## src/design/psc_defs.vh

```
/*
 * Constants for the status and control register group of a 10/100 PHY:
 * management register offsets, field positions, reset values, codes of the
 * management frame and of the status fields.
 * Assumes a clause 22 style management frame on MDC/MDIO and a 200 MHz core clock.
 */
// How it works
// - test enable self-clears; results then valid
// - two-bit test outcome, reset 00
// - short-cable flag below ten meters, reset 0
// - read-only flow-control capability bit, reset 0
// - read-only link status bit
// - read-only receive polarity reversed bit
// - read-only energy detect bit
// - isolate bit shared with basic control
// - three-bit resolved speed and duplex field
// - crossover mode bit picks enhanced algorithm
// - manual crossed or straight pairs when auto off
// - pair-swap disable resets from strap pin
// - force link never raises link up
// - power-saving enable bit, reset 0
// - interrupt level bit sets pin polarity
// - jabber counter enable bit, reset 1
// - two-bit indicator mapping field, reset 00
// - transmitter disable bit
// - remote loopback bit
// - scrambler bypass bit
// - read-only resolved crossed pairs bit
`ifndef PSC_DEFS_VH
`define PSC_DEFS_VH

// register offsets
`define PSC_REG_BASIC_CONTROL     5'h00
`define PSC_REG_CABLE_TEST_RESULT 5'h1d
`define PSC_REG_PHY_STATUS_ONE    5'h1e
`define PSC_REG_PHY_CONTROL_TWO   5'h1f

// basic control
`define PSC_BC_ISOLATE     10

// cable_test_result fields
`define PSC_CT_ENABLE      15
`define PSC_CT_RESULT_HI   14
`define PSC_CT_RESULT_LO   13
`define PSC_CT_SHORT       12
`define PSC_CT_COUNT_HI    8

// cable test outcome codes
`define PSC_CT_NORMAL      2'h0
`define PSC_CT_OPEN        2'h1
`define PSC_CT_SHORTED     2'h2
`define PSC_CT_FAILED      2'h3

// phy_status_one fields
`define PSC_S1_FLOW        9
`define PSC_S1_LINK        8
`define PSC_S1_POLARITY    7
`define PSC_S1_CROSSED     5
`define PSC_S1_ENERGY      4
`define PSC_S1_ISOLATE     3
`define PSC_S1_MODE_HI     2

// operating mode codes
`define PSC_MODE_NEGOTIATE 3'h0
`define PSC_MODE_10_HALF   3'h1
`define PSC_MODE_100_HALF  3'h2
`define PSC_MODE_10_FULL   3'h5
`define PSC_MODE_100_FULL  3'h6

// phy_control_two fields
`define PSC_C2_ENH_XOVER   15
`define PSC_C2_XOVER_SEL   14
`define PSC_C2_SWAP_DIS    13
`define PSC_C2_FORCE_LINK  11
`define PSC_C2_POWER_SAVE  10
`define PSC_C2_INT_LEVEL   9
`define PSC_C2_JABBER_EN   8
`define PSC_C2_LED_HI      5
`define PSC_C2_LED_LO      4
`define PSC_C2_TX_DIS      3
`define PSC_C2_REMOTE_LB   2
`define PSC_C2_SQE_EN      1
`define PSC_C2_SCR_DIS     0

// indicator mapping codes
`define PSC_LED_SPEED_LINKACT 2'h0
`define PSC_LED_ACT_LINK      2'h1

// reset values
`define PSC_RST_ENH_XOVER  1'b1
`define PSC_RST_JABBER_EN  1'b1
`define PSC_RST_ZERO1      1'b0
`define PSC_RST_LED        2'h0

// management frame
`define PSC_PREAMBLE_BITS  6'd32
`define PSC_HDR_LAST       4'd12
`define PSC_OP_WRITE       2'h1
`define PSC_OP_READ        2'h2
`define PSC_RD_LAST        5'd17
`define PSC_WR_LAST        5'd17
`define PSC_WR_TA_LAST     5'd1

`endif

```

## src/design/psc_sizecheck_none.v

```verilog
/*
 * Holds no logic: the whole block lives in psc_phy_status_control_regs.v.
 * Assumes nothing of its surroundings.
 */

```

## src/design/psc_phy_status_control_regs.v

```verilog
/*
 * Status and control register group of a 10/100 PHY, reached over the
 * MDC/MDIO management port, plus the small amount of glue that applies the
 * control bits (crossover select, interrupt polarity, indicator mapping).
 * Assumes: MDC and MDIO and the strap pin are asynchronous pins; all status
 * inputs and the cable test result come from PHY logic on core_clk.
 */
`timescale 1ns/1ps
`include "psc_defs.vh"

module psc_phy_status_control_regs #(
   parameter [4:0] PHY_ADDR = 5'h00
) (
   // clock and reset
   input  wire        core_clk,
   input  wire        rst_b,
   // management pins
   input  wire        mdc,
   input  wire        mdioIn,
   output reg         mdioOut,
   output reg         mdioOe,
   // strap pin for pair-swap disable
   input  wire        pairSwapStrap,
   // cable diagnostic engine
   input  wire        cableTestDone,
   input  wire [1:0]  cableResult,
   input  wire        cableShort,
   input  wire [8:0]  cableFaultCount,
   output reg         cableTestRun,
   // live status from the PHY
   input  wire        flowCapable,
   input  wire        linkUp,
   input  wire        polarityReversed,
   input  wire        autoCrossed,
   input  wire        energyDetect,
   input  wire [2:0]  opMode,
   input  wire        speed100,
   input  wire        activity,
   input  wire        intRequest,
   // controls to the PHY
   output reg         isolate,
   output reg         enhancedCrossoverMode,
   output reg         crossedPairSelect,
   output reg         pairSwapDisable,
   output reg         crossedPairMode,
   output reg         forceLink,
   output reg         powerSaving,
   output reg         jabberEnable,
   output reg         txDisable,
   output reg         remoteLoopback,
   output reg         sqeTestEnable,
   output reg         scramblerBypass,
   // pins driven by this block
   output reg         intPin,
   output reg         indicator_out_a,
   output reg         indicator_out_b
);

   localparam [1:0] ST_IDLE  = 2'h0;
   localparam [1:0] ST_HDR   = 2'h1;
   localparam [1:0] ST_READ  = 2'h2;
   localparam [1:0] ST_WRITE = 2'h3;

   // synchronisers
   reg        mdcMeta;
   reg        mdcSync;
   reg        mdcLast;
   reg        mdioMeta;
   reg        mdioSync;
   reg        strapMeta;
   reg        strapSync;
   reg        strapLoaded;
   wire       mdcRise;

   // frame engine
   reg [1:0]  state;
   reg [5:0]  preCnt;
   reg [3:0]  hdrCnt;
   reg [4:0]  bitCnt;
   reg [12:0] hdrShift;
   reg [15:0] rdShift;
   reg [15:0] wrShift;
   reg [4:0]  regAddr;
   reg        wrEn;
   reg [15:0] wrData;
   reg [4:0]  wrAddr;
   wire [12:0] hdrFull;

   // stored fields
   reg [1:0]  testResult;
   reg        testShort;
   reg [8:0]  faultCount;
   reg [1:0]  ledMode;
   reg        intLevel;
   reg [15:0] readMux;

   assign mdcRise = mdcSync & ~mdcLast;
   assign hdrFull = {hdrShift[11:0], mdioSync};

   // two flops on each of mdc, mdioIn and pairSwapStrap; the first is read by the second only
   always @(posedge core_clk) begin
      mdcMeta   <= mdc;
      mdcSync   <= mdcMeta;
      mdioMeta  <= mdioIn;
      mdioSync  <= mdioMeta;
      strapMeta <= pairSwapStrap;
      strapSync <= strapMeta;
   end

   // edge history starts high so a released reset never fakes a rising edge
   always @(posedge core_clk) begin
      if (!rst_b) begin
         mdcLast <= 1'b1;
      end else begin
         mdcLast <= mdcSync;
      end
   end

   // read view of the registers; unmapped offsets and reserved bits read zero
   always @* begin
      readMux = 16'h0000;
      case (regAddr)
         `PSC_REG_BASIC_CONTROL: begin
            readMux[`PSC_BC_ISOLATE] = isolate;
         end
         `PSC_REG_CABLE_TEST_RESULT: begin
            readMux[`PSC_CT_ENABLE] = cableTestRun;
            readMux[`PSC_CT_RESULT_HI:`PSC_CT_RESULT_LO] = testResult;
            readMux[`PSC_CT_SHORT] = testShort;
            readMux[`PSC_CT_COUNT_HI:0] = faultCount;
         end
         `PSC_REG_PHY_STATUS_ONE: begin
            readMux[`PSC_S1_FLOW] = flowCapable;
            readMux[`PSC_S1_LINK] = linkUp;
            readMux[`PSC_S1_POLARITY] = polarityReversed;
            readMux[`PSC_S1_CROSSED] = crossedPairMode;
            readMux[`PSC_S1_ENERGY] = energyDetect;
            readMux[`PSC_S1_ISOLATE] = isolate;
            readMux[`PSC_S1_MODE_HI:0] = opMode;
         end
         `PSC_REG_PHY_CONTROL_TWO: begin
            readMux[`PSC_C2_ENH_XOVER] = enhancedCrossoverMode;
            readMux[`PSC_C2_XOVER_SEL] = crossedPairSelect;
            readMux[`PSC_C2_SWAP_DIS] = pairSwapDisable;
            readMux[`PSC_C2_FORCE_LINK] = forceLink;
            readMux[`PSC_C2_POWER_SAVE] = powerSaving;
            readMux[`PSC_C2_INT_LEVEL] = intLevel;
            readMux[`PSC_C2_JABBER_EN] = jabberEnable;
            readMux[`PSC_C2_LED_HI:`PSC_C2_LED_LO] = ledMode;
            readMux[`PSC_C2_TX_DIS] = txDisable;
            readMux[`PSC_C2_REMOTE_LB] = remoteLoopback;
            readMux[`PSC_C2_SQE_EN] = sqeTestEnable;
            readMux[`PSC_C2_SCR_DIS] = scramblerBypass;
         end
         default: begin
            readMux = 16'h0000;
         end
      endcase
   end

   // management frame engine; bits are sampled and driven at the mdc rising edge,
   // which leaves the station a full low half period of setup before its next sample
   always @(posedge core_clk) begin
      if (!rst_b) begin
         state    <= ST_IDLE;
         preCnt   <= 6'd0;
         hdrCnt   <= 4'd0;
         bitCnt   <= 5'd0;
         hdrShift <= 13'h0;
         rdShift  <= 16'h0000;
         wrShift  <= 16'h0000;
         regAddr  <= 5'h00;
         wrEn     <= 1'b0;
         wrData   <= 16'h0000;
         wrAddr   <= 5'h00;
         mdioOut  <= 1'b0;
         mdioOe   <= 1'b0;
      end else begin
         wrEn <= 1'b0;
         if (mdcRise) begin
            case (state)
               ST_IDLE: begin
                  mdioOe <= 1'b0;
                  if (mdioSync) begin
                     if (preCnt != `PSC_PREAMBLE_BITS) begin
                        preCnt <= preCnt + 6'd1;
                     end
                  end else begin
                     // a zero after a full preamble is the first start bit
                     if (preCnt == `PSC_PREAMBLE_BITS) begin
                        state  <= ST_HDR;
                        hdrCnt <= 4'd0;
                     end
                     preCnt <= 6'd0;
                  end
               end
               ST_HDR: begin
                  hdrShift <= hdrFull;
                  hdrCnt   <= hdrCnt + 4'd1;
                  if (hdrCnt == `PSC_HDR_LAST) begin
                     // hdrFull = start bit, op[1:0], phy address, register address
                     regAddr <= hdrFull[4:0];
                     bitCnt  <= 5'd0;
                     if (!hdrFull[12] || hdrFull[9:5] != PHY_ADDR) begin
                        state <= ST_IDLE;
                     end else if (hdrFull[11:10] == `PSC_OP_READ) begin
                        state <= ST_READ;
                     end else if (hdrFull[11:10] == `PSC_OP_WRITE) begin
                        state <= ST_WRITE;
                     end else begin
                        state <= ST_IDLE;
                     end
                  end
               end
               ST_READ: begin
                  bitCnt <= bitCnt + 5'd1;
                  if (bitCnt == 5'd0) begin
                     // second turnaround bit driven low, data captured now
                     mdioOe  <= 1'b1;
                     mdioOut <= 1'b0;
                     rdShift <= readMux;
                  end else if (bitCnt == `PSC_RD_LAST) begin
                     mdioOe  <= 1'b0;
                     mdioOut <= 1'b0;
                     state   <= ST_IDLE;
                  end else begin
                     mdioOut <= rdShift[15];
                     rdShift <= {rdShift[14:0], 1'b0};
                  end
               end
               ST_WRITE: begin
                  bitCnt <= bitCnt + 5'd1;
                  if (bitCnt > `PSC_WR_TA_LAST) begin
                     wrShift <= {wrShift[14:0], mdioSync};
                  end
                  if (bitCnt == `PSC_WR_LAST) begin
                     wrEn   <= 1'b1;
                     wrData <= {wrShift[14:0], mdioSync};
                     wrAddr <= regAddr;
                     state  <= ST_IDLE;
                  end
               end
               default: begin
                  state <= ST_IDLE;
               end
            endcase
         end
      end
   end

   // register storage and cable test bookkeeping
   always @(posedge core_clk) begin
      if (!rst_b) begin
         cableTestRun          <= `PSC_RST_ZERO1;
         testResult            <= `PSC_CT_NORMAL;
         testShort             <= `PSC_RST_ZERO1;
         faultCount            <= 9'h0;
         isolate               <= `PSC_RST_ZERO1;
         enhancedCrossoverMode <= `PSC_RST_ENH_XOVER;
         crossedPairSelect     <= `PSC_RST_ZERO1;
         pairSwapDisable       <= `PSC_RST_ZERO1;
         strapLoaded           <= 1'b0;
         forceLink             <= `PSC_RST_ZERO1;
         powerSaving           <= `PSC_RST_ZERO1;
         intLevel              <= `PSC_RST_ZERO1;
         jabberEnable          <= `PSC_RST_JABBER_EN;
         ledMode               <= `PSC_RST_LED;
         txDisable             <= `PSC_RST_ZERO1;
         remoteLoopback        <= `PSC_RST_ZERO1;
         sqeTestEnable         <= `PSC_RST_ZERO1;
         scramblerBypass       <= `PSC_RST_ZERO1;
      end else begin
         // strap is taken on the first edge after release, once the chain has filled
         if (!strapLoaded) begin
            pairSwapDisable <= strapSync;
            strapLoaded     <= 1'b1;
         end
         // results latch on completion and the enable drops by itself
         if (cableTestDone && cableTestRun) begin
            testResult   <= cableResult;
            testShort    <= cableShort;
            faultCount   <= cableFaultCount;
            cableTestRun <= 1'b0;
         end
         if (wrEn) begin
            case (wrAddr)
               `PSC_REG_BASIC_CONTROL: begin
                  isolate <= wrData[`PSC_BC_ISOLATE];
               end
               `PSC_REG_CABLE_TEST_RESULT: begin
                  // a new start written with the finishing pulse wins over the self-clear
                  cableTestRun <= wrData[`PSC_CT_ENABLE];
               end
               `PSC_REG_PHY_STATUS_ONE: begin
                  isolate <= wrData[`PSC_S1_ISOLATE];
               end
               `PSC_REG_PHY_CONTROL_TWO: begin
                  enhancedCrossoverMode <= wrData[`PSC_C2_ENH_XOVER];
                  crossedPairSelect     <= wrData[`PSC_C2_XOVER_SEL];
                  pairSwapDisable       <= wrData[`PSC_C2_SWAP_DIS];
                  forceLink             <= wrData[`PSC_C2_FORCE_LINK];
                  powerSaving           <= wrData[`PSC_C2_POWER_SAVE];
                  intLevel              <= wrData[`PSC_C2_INT_LEVEL];
                  jabberEnable          <= wrData[`PSC_C2_JABBER_EN];
                  ledMode               <= wrData[`PSC_C2_LED_HI:`PSC_C2_LED_LO];
                  txDisable             <= wrData[`PSC_C2_TX_DIS];
                  remoteLoopback        <= wrData[`PSC_C2_REMOTE_LB];
                  sqeTestEnable         <= wrData[`PSC_C2_SQE_EN];
                  scramblerBypass       <= wrData[`PSC_C2_SCR_DIS];
               end
               default: begin
                  isolate <= isolate;
               end
            endcase
         end
      end
   end

   // applied controls; force link only touches the transmit path, linkUp passes untouched
   always @(posedge core_clk) begin
      if (!rst_b) begin
         crossedPairMode <= 1'b0;
         intPin          <= 1'b1;
         indicator_out_a <= 1'b0;
         indicator_out_b <= 1'b0;
      end else begin
         // with auto crossover off the manual select decides the pairs
         if (pairSwapDisable) begin
            crossedPairMode <= crossedPairSelect;
         end else begin
            crossedPairMode <= autoCrossed;
         end
         intPin <= intLevel ? intRequest : ~intRequest;
         // reserved mapping codes fall back to the reset mapping
         if (ledMode == `PSC_LED_ACT_LINK) begin
            indicator_out_b <= activity;
            indicator_out_a <= linkUp;
         end else begin
            indicator_out_b <= speed100;
            indicator_out_a <= linkUp & ~activity;
         end
      end
   end

endmodule

```

## config.mk

```make
export PLATFORM = sky130hd
export DESIGN_NAME = psc_phy_status_control_regs
export DESIGN_NICKNAME = d
export VERILOG_FILES = /design/src/design/psc_sizecheck_none.v /design/src/design/psc_phy_status_control_regs.v
export VERILOG_INCLUDE_DIRS = /design/src /design/src/design
export SDC_FILE = /design/constraint.sdc
export NUM_CORES = 1
export LEC_CHECK = 0
export BUFFER_PORTS_ARGS = -buffer_cell sky130_fd_sc_hd__clkbuf_2
export CORE_AREA = 8 8 106 108
export DETAILED_ROUTE_END_ITERATION = 7
export DIE_AREA = 0 0 114 116
export GPL_ROUTABILITY_DRIVEN = 1
export PLACE_DENSITY = 0.74
export SYNTH_ARGS = -nofsm -noshare
export SYNTH_HDL_FRONTEND = slang
export SYNTH_SLANG_ARGS = --single-unit
```

## constraint.sdc

```tcl
create_clock -name core_clk -period 2.8 [get_ports core_clk]
set_clock_uncertainty 0.05 [all_clocks]
set_input_delay 0.56 -clock core_clk [delete_from_list [all_inputs] [get_ports core_clk]]
set_output_delay 0.56 -clock core_clk [all_outputs]
set_load 0.005 [all_outputs]
```

### After elaboration in Yosys (flattened, before gate mapping)

Index checks and enable logic that the tools add are counted.

| operators by class | value |
|---|---|
| add/subtract/negate cells | 3 |
| magnitude comparators | 1 |
| equal/unequal tests | 23 |
| multiplexer cells | 45 |
| bitwise gates (word level) | 5 |
| reductions and logical operators | 27 |

Operator list:

| operator | number |
|---|---|
| $eq 5x5->1 const B | 7 |
| $mux 16 | 2 |
| $reduce_and 3->1 | 8 |
| $mux 1 | 19 |
| $pmux 6 s3 | 1 |
| $mux 2 | 8 |
| $logic_not 5->1 | 3 |
| $mux 6 | 2 |
| $ne 2x2->1 const B | 5 |
| $pmux 1 s2 | 5 |
| $pmux 5 s2 | 1 |
| $mux 4 | 2 |
| $pmux 2 s4 | 1 |
| $pmux 4 s2 | 1 |
| $reduce_and 2->1 | 4 |
| $reduce_bool 2->1 | 4 |
| $add 6x1->6 const B | 1 |
| $eq 2x1->1 const B | 3 |
| $eq 2x2->1 const B | 3 |
| $eq 6x6->1 const B | 1 |
| $ne 6x6->1 const B | 1 |
| $pmux 3 s2 | 1 |
| $add 5x1->5 const B | 1 |
| $gt 5x1->1 const B | 1 |
| other kinds (16) | 19 |

| storage, ports and cells | value |
|---|---|
| register bits | 128 |
| input bits | 29 |
| output and inout port bits | 18 |
| word-level logic and storage cells | 146 |

### Depth between registers and ports, before layout

| depth | value |
|---|---|
| word-level depth | 6 |
| gate-level depth with buffers | 8 |
| mapped depth without buffers | 6 |

### Worst setup path before layout

Ideal clock, no wire load.

| timing | value |
|---|---|
| path type | flip-flop to flip-flop |
| start | reg bitCnt[1] |
| end | reg wrShift[0] |
| setup time | 128 ps |
| data arrival time | 1815 ps |
| required time | 2622 ps |
| slack | 808 ps |
| cell stages (with the launch flop) | 8 |
| path buffers | 1 |
| clock period less this slack | 1992 ps |
| cell sequence | dfxtp_1 > inv_1 > ha_1 > o21bai_1 > a211oi_2 > buf_2 > mux2i_1 > nor2_1 |

| on the way | value |
|---|---|
| word-level cells in the longest chain between the ends | 2 |

RTL lines:

| what | line | text |
|---|---|---|
| start: declaration | psc_phy_status_control_regs.v:79 | `reg [4:0] bitCnt;` |
| start signal: assignment | psc_phy_status_control_regs.v:216 | `bitCnt <= bitCnt + 5'd1;` |
| start signal: assignment | psc_phy_status_control_regs.v:232 | `bitCnt <= bitCnt + 5'd1;` |
| $gt 5x1->1 (no source line) | - |  |
| $reduce_and 3->1 (no source line) | - |  |
| end signal: assignment | psc_phy_status_control_regs.v:234 | `wrShift <= {wrShift[14:0], mdioSync};` |
| end: declaration | psc_phy_status_control_regs.v:82 | `reg [15:0] wrShift;` |

Every way passes these cells.
A chain may end at the register's enable or synchronous reset.

### Worst setup path after layout

| timing | value |
|---|---|
| start | reg bitCnt[0] |
| end | reg rdShift[14] |

| on the way | value |
|---|---|
| word-level cells in the longest chain between the ends | 3 |
| elaborated cells on any way between the ends | 5 |
| those cells by class | eq/ne: 2; mux: 1; reduce/logical: 2 |

RTL lines:

| what | line | text |
|---|---|---|
| $eq 5x5->1 (no source line) or $logic_not 5->1 (tied branches) | - |  |
| $ne 2x2->1 (no source line) | - |  |
| $reduce_and 3->1 (no source line) | - |  |
| end signal: assignment | psc_phy_status_control_regs.v:221 | `rdShift <= readMux;` |
| end signal: assignment | psc_phy_status_control_regs.v:228 | `rdShift <= {rdShift[14:0], 1'b0};` |
| end: declaration | psc_phy_status_control_regs.v:81 | `reg [15:0] rdShift;` |

Several ways; a longest one is shown, not always the timed one.

==> metrics.csv <==
metric;value;unit
status;complete, no violations;
wl;11900;um
num-fill-cells;807;
cap_violations;0;
yosys.cell_types.count;55;
syn_avg_cell_area;8.79;um2
synth_most_common_cell;dfxtp_1;
io-pin-count;47;
cpLargestDelayFamily;simple AND/OR/NAND/NOR gates;
cts_tree;built;
synthArstFlopShare;0;%
die_h;116;um
max_clock_freq;453;MHz
vias;4278;
syn2layout_area_growth;17.5;%
cpMaxStageDelayCell;or4b_1;
core_area;9550;um2
die_area;13200;um2
cts_resized;0;
setup_violations;0;
setup_tns;0;ns
grt_overflow;0;
clk_path_buf_depth;2;
h-tree-depth;4;
powerDensity;661;nW/um2
hold_buffers;0;
gp_congestion;0.802;
synth_edf_count;0;
cts.sinks;125;
wl_per_cell;15.5;um
synth_common_cells;125 x dfxtp_1, 112 x nand2_1, 59 x a21oi_1;
critical_path.startpoint_type;flip-flop;
critPathKind;reg2reg;
place_hpwl;8190;um
dieWidth;114;um
slowest_delay;0.65;ns
num_antenna_cells;0;
cts_made_buffers;17;
grt_pass1_vias;4017;
critPathCaptureType;flip-flop;
portBuffers;46;
startpoint;bitCnt[0];
tightest_slew;0.824;ns
slew_viol_final;0;
route.detailed.drc;0;
synthesis.area;5170;um2
cp_cell_sequence;inv_1 > ha_1 > or4b_1 > buf_4 > nor3_1 > a21oi_1 > a211oi_1;
initial_utilization;54.1;%
insertion_delay;0.51;ns
arrival;2.58;ns
crit_fanout;13;
synthTopCellsByArea;dfxtp_1 48%, nand2_1 8.1%, mux2i_1 6.8%, a21oi_1 5.7%, nor2_1 3.6%;
antenna_left;0;
drtIter0Drc;361;
fin_nets;660;
ys_ff_latch;125;
slew-limit-headroom;44.3;%
yosys.area.top_type_share;48.4;%
yosys_warnings;0;
fin_crit_sh;78.9;%
cts_root_buf;clkbuf_8;
post-cts-setup-buffers;0;
ir_worst_vdd;0.000455;V
antenna_found_initial;0;
synth_top_area_cell;dfxtp_1;
cp.required;3.17;ns
drive_above_1_share;15.9;%
hold_start;mdc;
synthCells;588;
clk_pin_slew_worst_paths;0.06;ns
gr-usage-all-layers;19.0;%
hold_viol_final;0;
dominantRegCellSynth;dfxtp_1;
min_period;2.21;ns
drt_pass1_iterations;5;
rsz0062_at_grt;no;
grt_max_degree;60;
synth_fp_nets;625;
postPlaceCellArea;5490;um2
rows;36;
viasPerCell;5.56;
hold_class;in2reg;
p_leak;2.28;nW
crit_buf_inv;2;
grt_pass1_wl;19900;um
ys_seq_area_share;48.4;%
stdcell_area;6070;um2
regToRegStartpoint;bitCnt[0];
==> flip-flops by register name, indices dropped and copies added (netlist names), 2 cells and up <==
register	count
testResult	2
faultCount	9
preCnt	6
state	2
regAddr	5
hdrShift	12
wrData	13
bitCnt	5
ledMode	2
rdShift	16
hdrCnt	4
wrShift	15
wrAddr	5
==> power by group <==
group           total, W  switching [W]  internal (W)
clock            0.00213       0.000904       0.00123
combinational  0.0000782      0.0000471     0.0000311
sequential       0.00180      0.0000110       0.00179
==> layout make-up <==
cell class	count	area (um2)	area share, %
well taps	133	166	2.74
clock inverters	15	168	2.76
clock buffers	17	414	6.82
flip-flops and latches	125	2500	41.2
inverters	14	52.6	0.866
repair buffers	53	295	4.86
multi-input cells	412	2470	40.7
==> placed cells by master, fill, tap and decap left out, types with 3 or more instances in the layout <==
| master | n |
|---|---|
| nor2b_1 | 4 |
| a22oi_1 | 9 |
| dfxtp_1 | 125 |
| nand2_1 | 112 |
| xor2_1 | 4 |
| a211oi_1 | 6 |
| o211a_1 | 5 |
| nand3_1 | 10 |
| o2bb2ai_1 | 3 |
| inv_6 | 4 |
| nand4_1 | 5 |
| and2_1 | 5 |
| buf_4 | 6 |
| mux2_2 | 10 |
| inv_1 | 13 |
| o21ai_0 | 10 |
| mux2i_1 | 35 |
| a32oi_1 | 3 |
| o22ai_1 | 3 |
| nor2_1 | 49 |
| a22o_1 | 9 |
| clkbuf_16 | 16 |
| o211ai_1 | 7 |
| a21oi_1 | 59 |
| ha_1 | 8 |
| inv_8 | 7 |
| nand2b_1 | 4 |
| clkbuf_2 | 46 |
| nor3_1 | 14 |
==> worst reg2reg max path, stage by stage, from the launching register on <==
cell	delay, ns
dfxtp_1	0.35
inv_1	0.11
ha_1	0.17
or4b_1	0.65
buf_4	0.27
nor3_1	0.20
a21oi_1	0.07
a211oi_1	0.24
==> final timing paths <==
check / endpoint / slack [ns] / cells past startpoint
setup / recovery: rdShift[14] / 0.59 / 7
hold / removal: mdcMeta / 0.09 / 1
setup reg to reg: rdShift[14] / 0.59 / 7
hold reg to reg: mdioSync / 0.28 / 0
==> stage by stage <==
stage | util [%] | hold slack (ns) | total power, W | instances | worst slack [ns]
floorplan | - | 0.260 | 0.00188 | 588 | 0.808
global placement | 57.5 | 0.261 | 0.00192 | 737 | 0.739
detailed placement | 57.5 | 0.262 | 0.00192 | 737 | 0.640
CTS | 63.6 | 0.0721 | 0.00405 | 769 | 0.617
global route | 63.6 | 0.0718 | 0.00414 | 769 | 0.453
finish | 63.6 | 0.0923 | 0.00401 | 769 | 0.591
==> logic make-up after synthesis <==
group	count (synthesis)	share of synthesized area (%)
xor+xnor	4	0.678
compound gates	129	16.3
buf+inv	51	3.83
mux	45	8.96
fa+ha+maj	8	1.94
simple gates	226	19.9
flops	125	48.4
==> per-layer routing <==
layer	track usage, %	share of wire, %	vias up
met4	6.03	1.3	0
met3	5.21	4.3	13
met2	30.8	49	105
met5	0	0	-
met1	24.0	45	2022
li1	-	-	2138
Note: power is estimated with default switching activity, not from simulation.
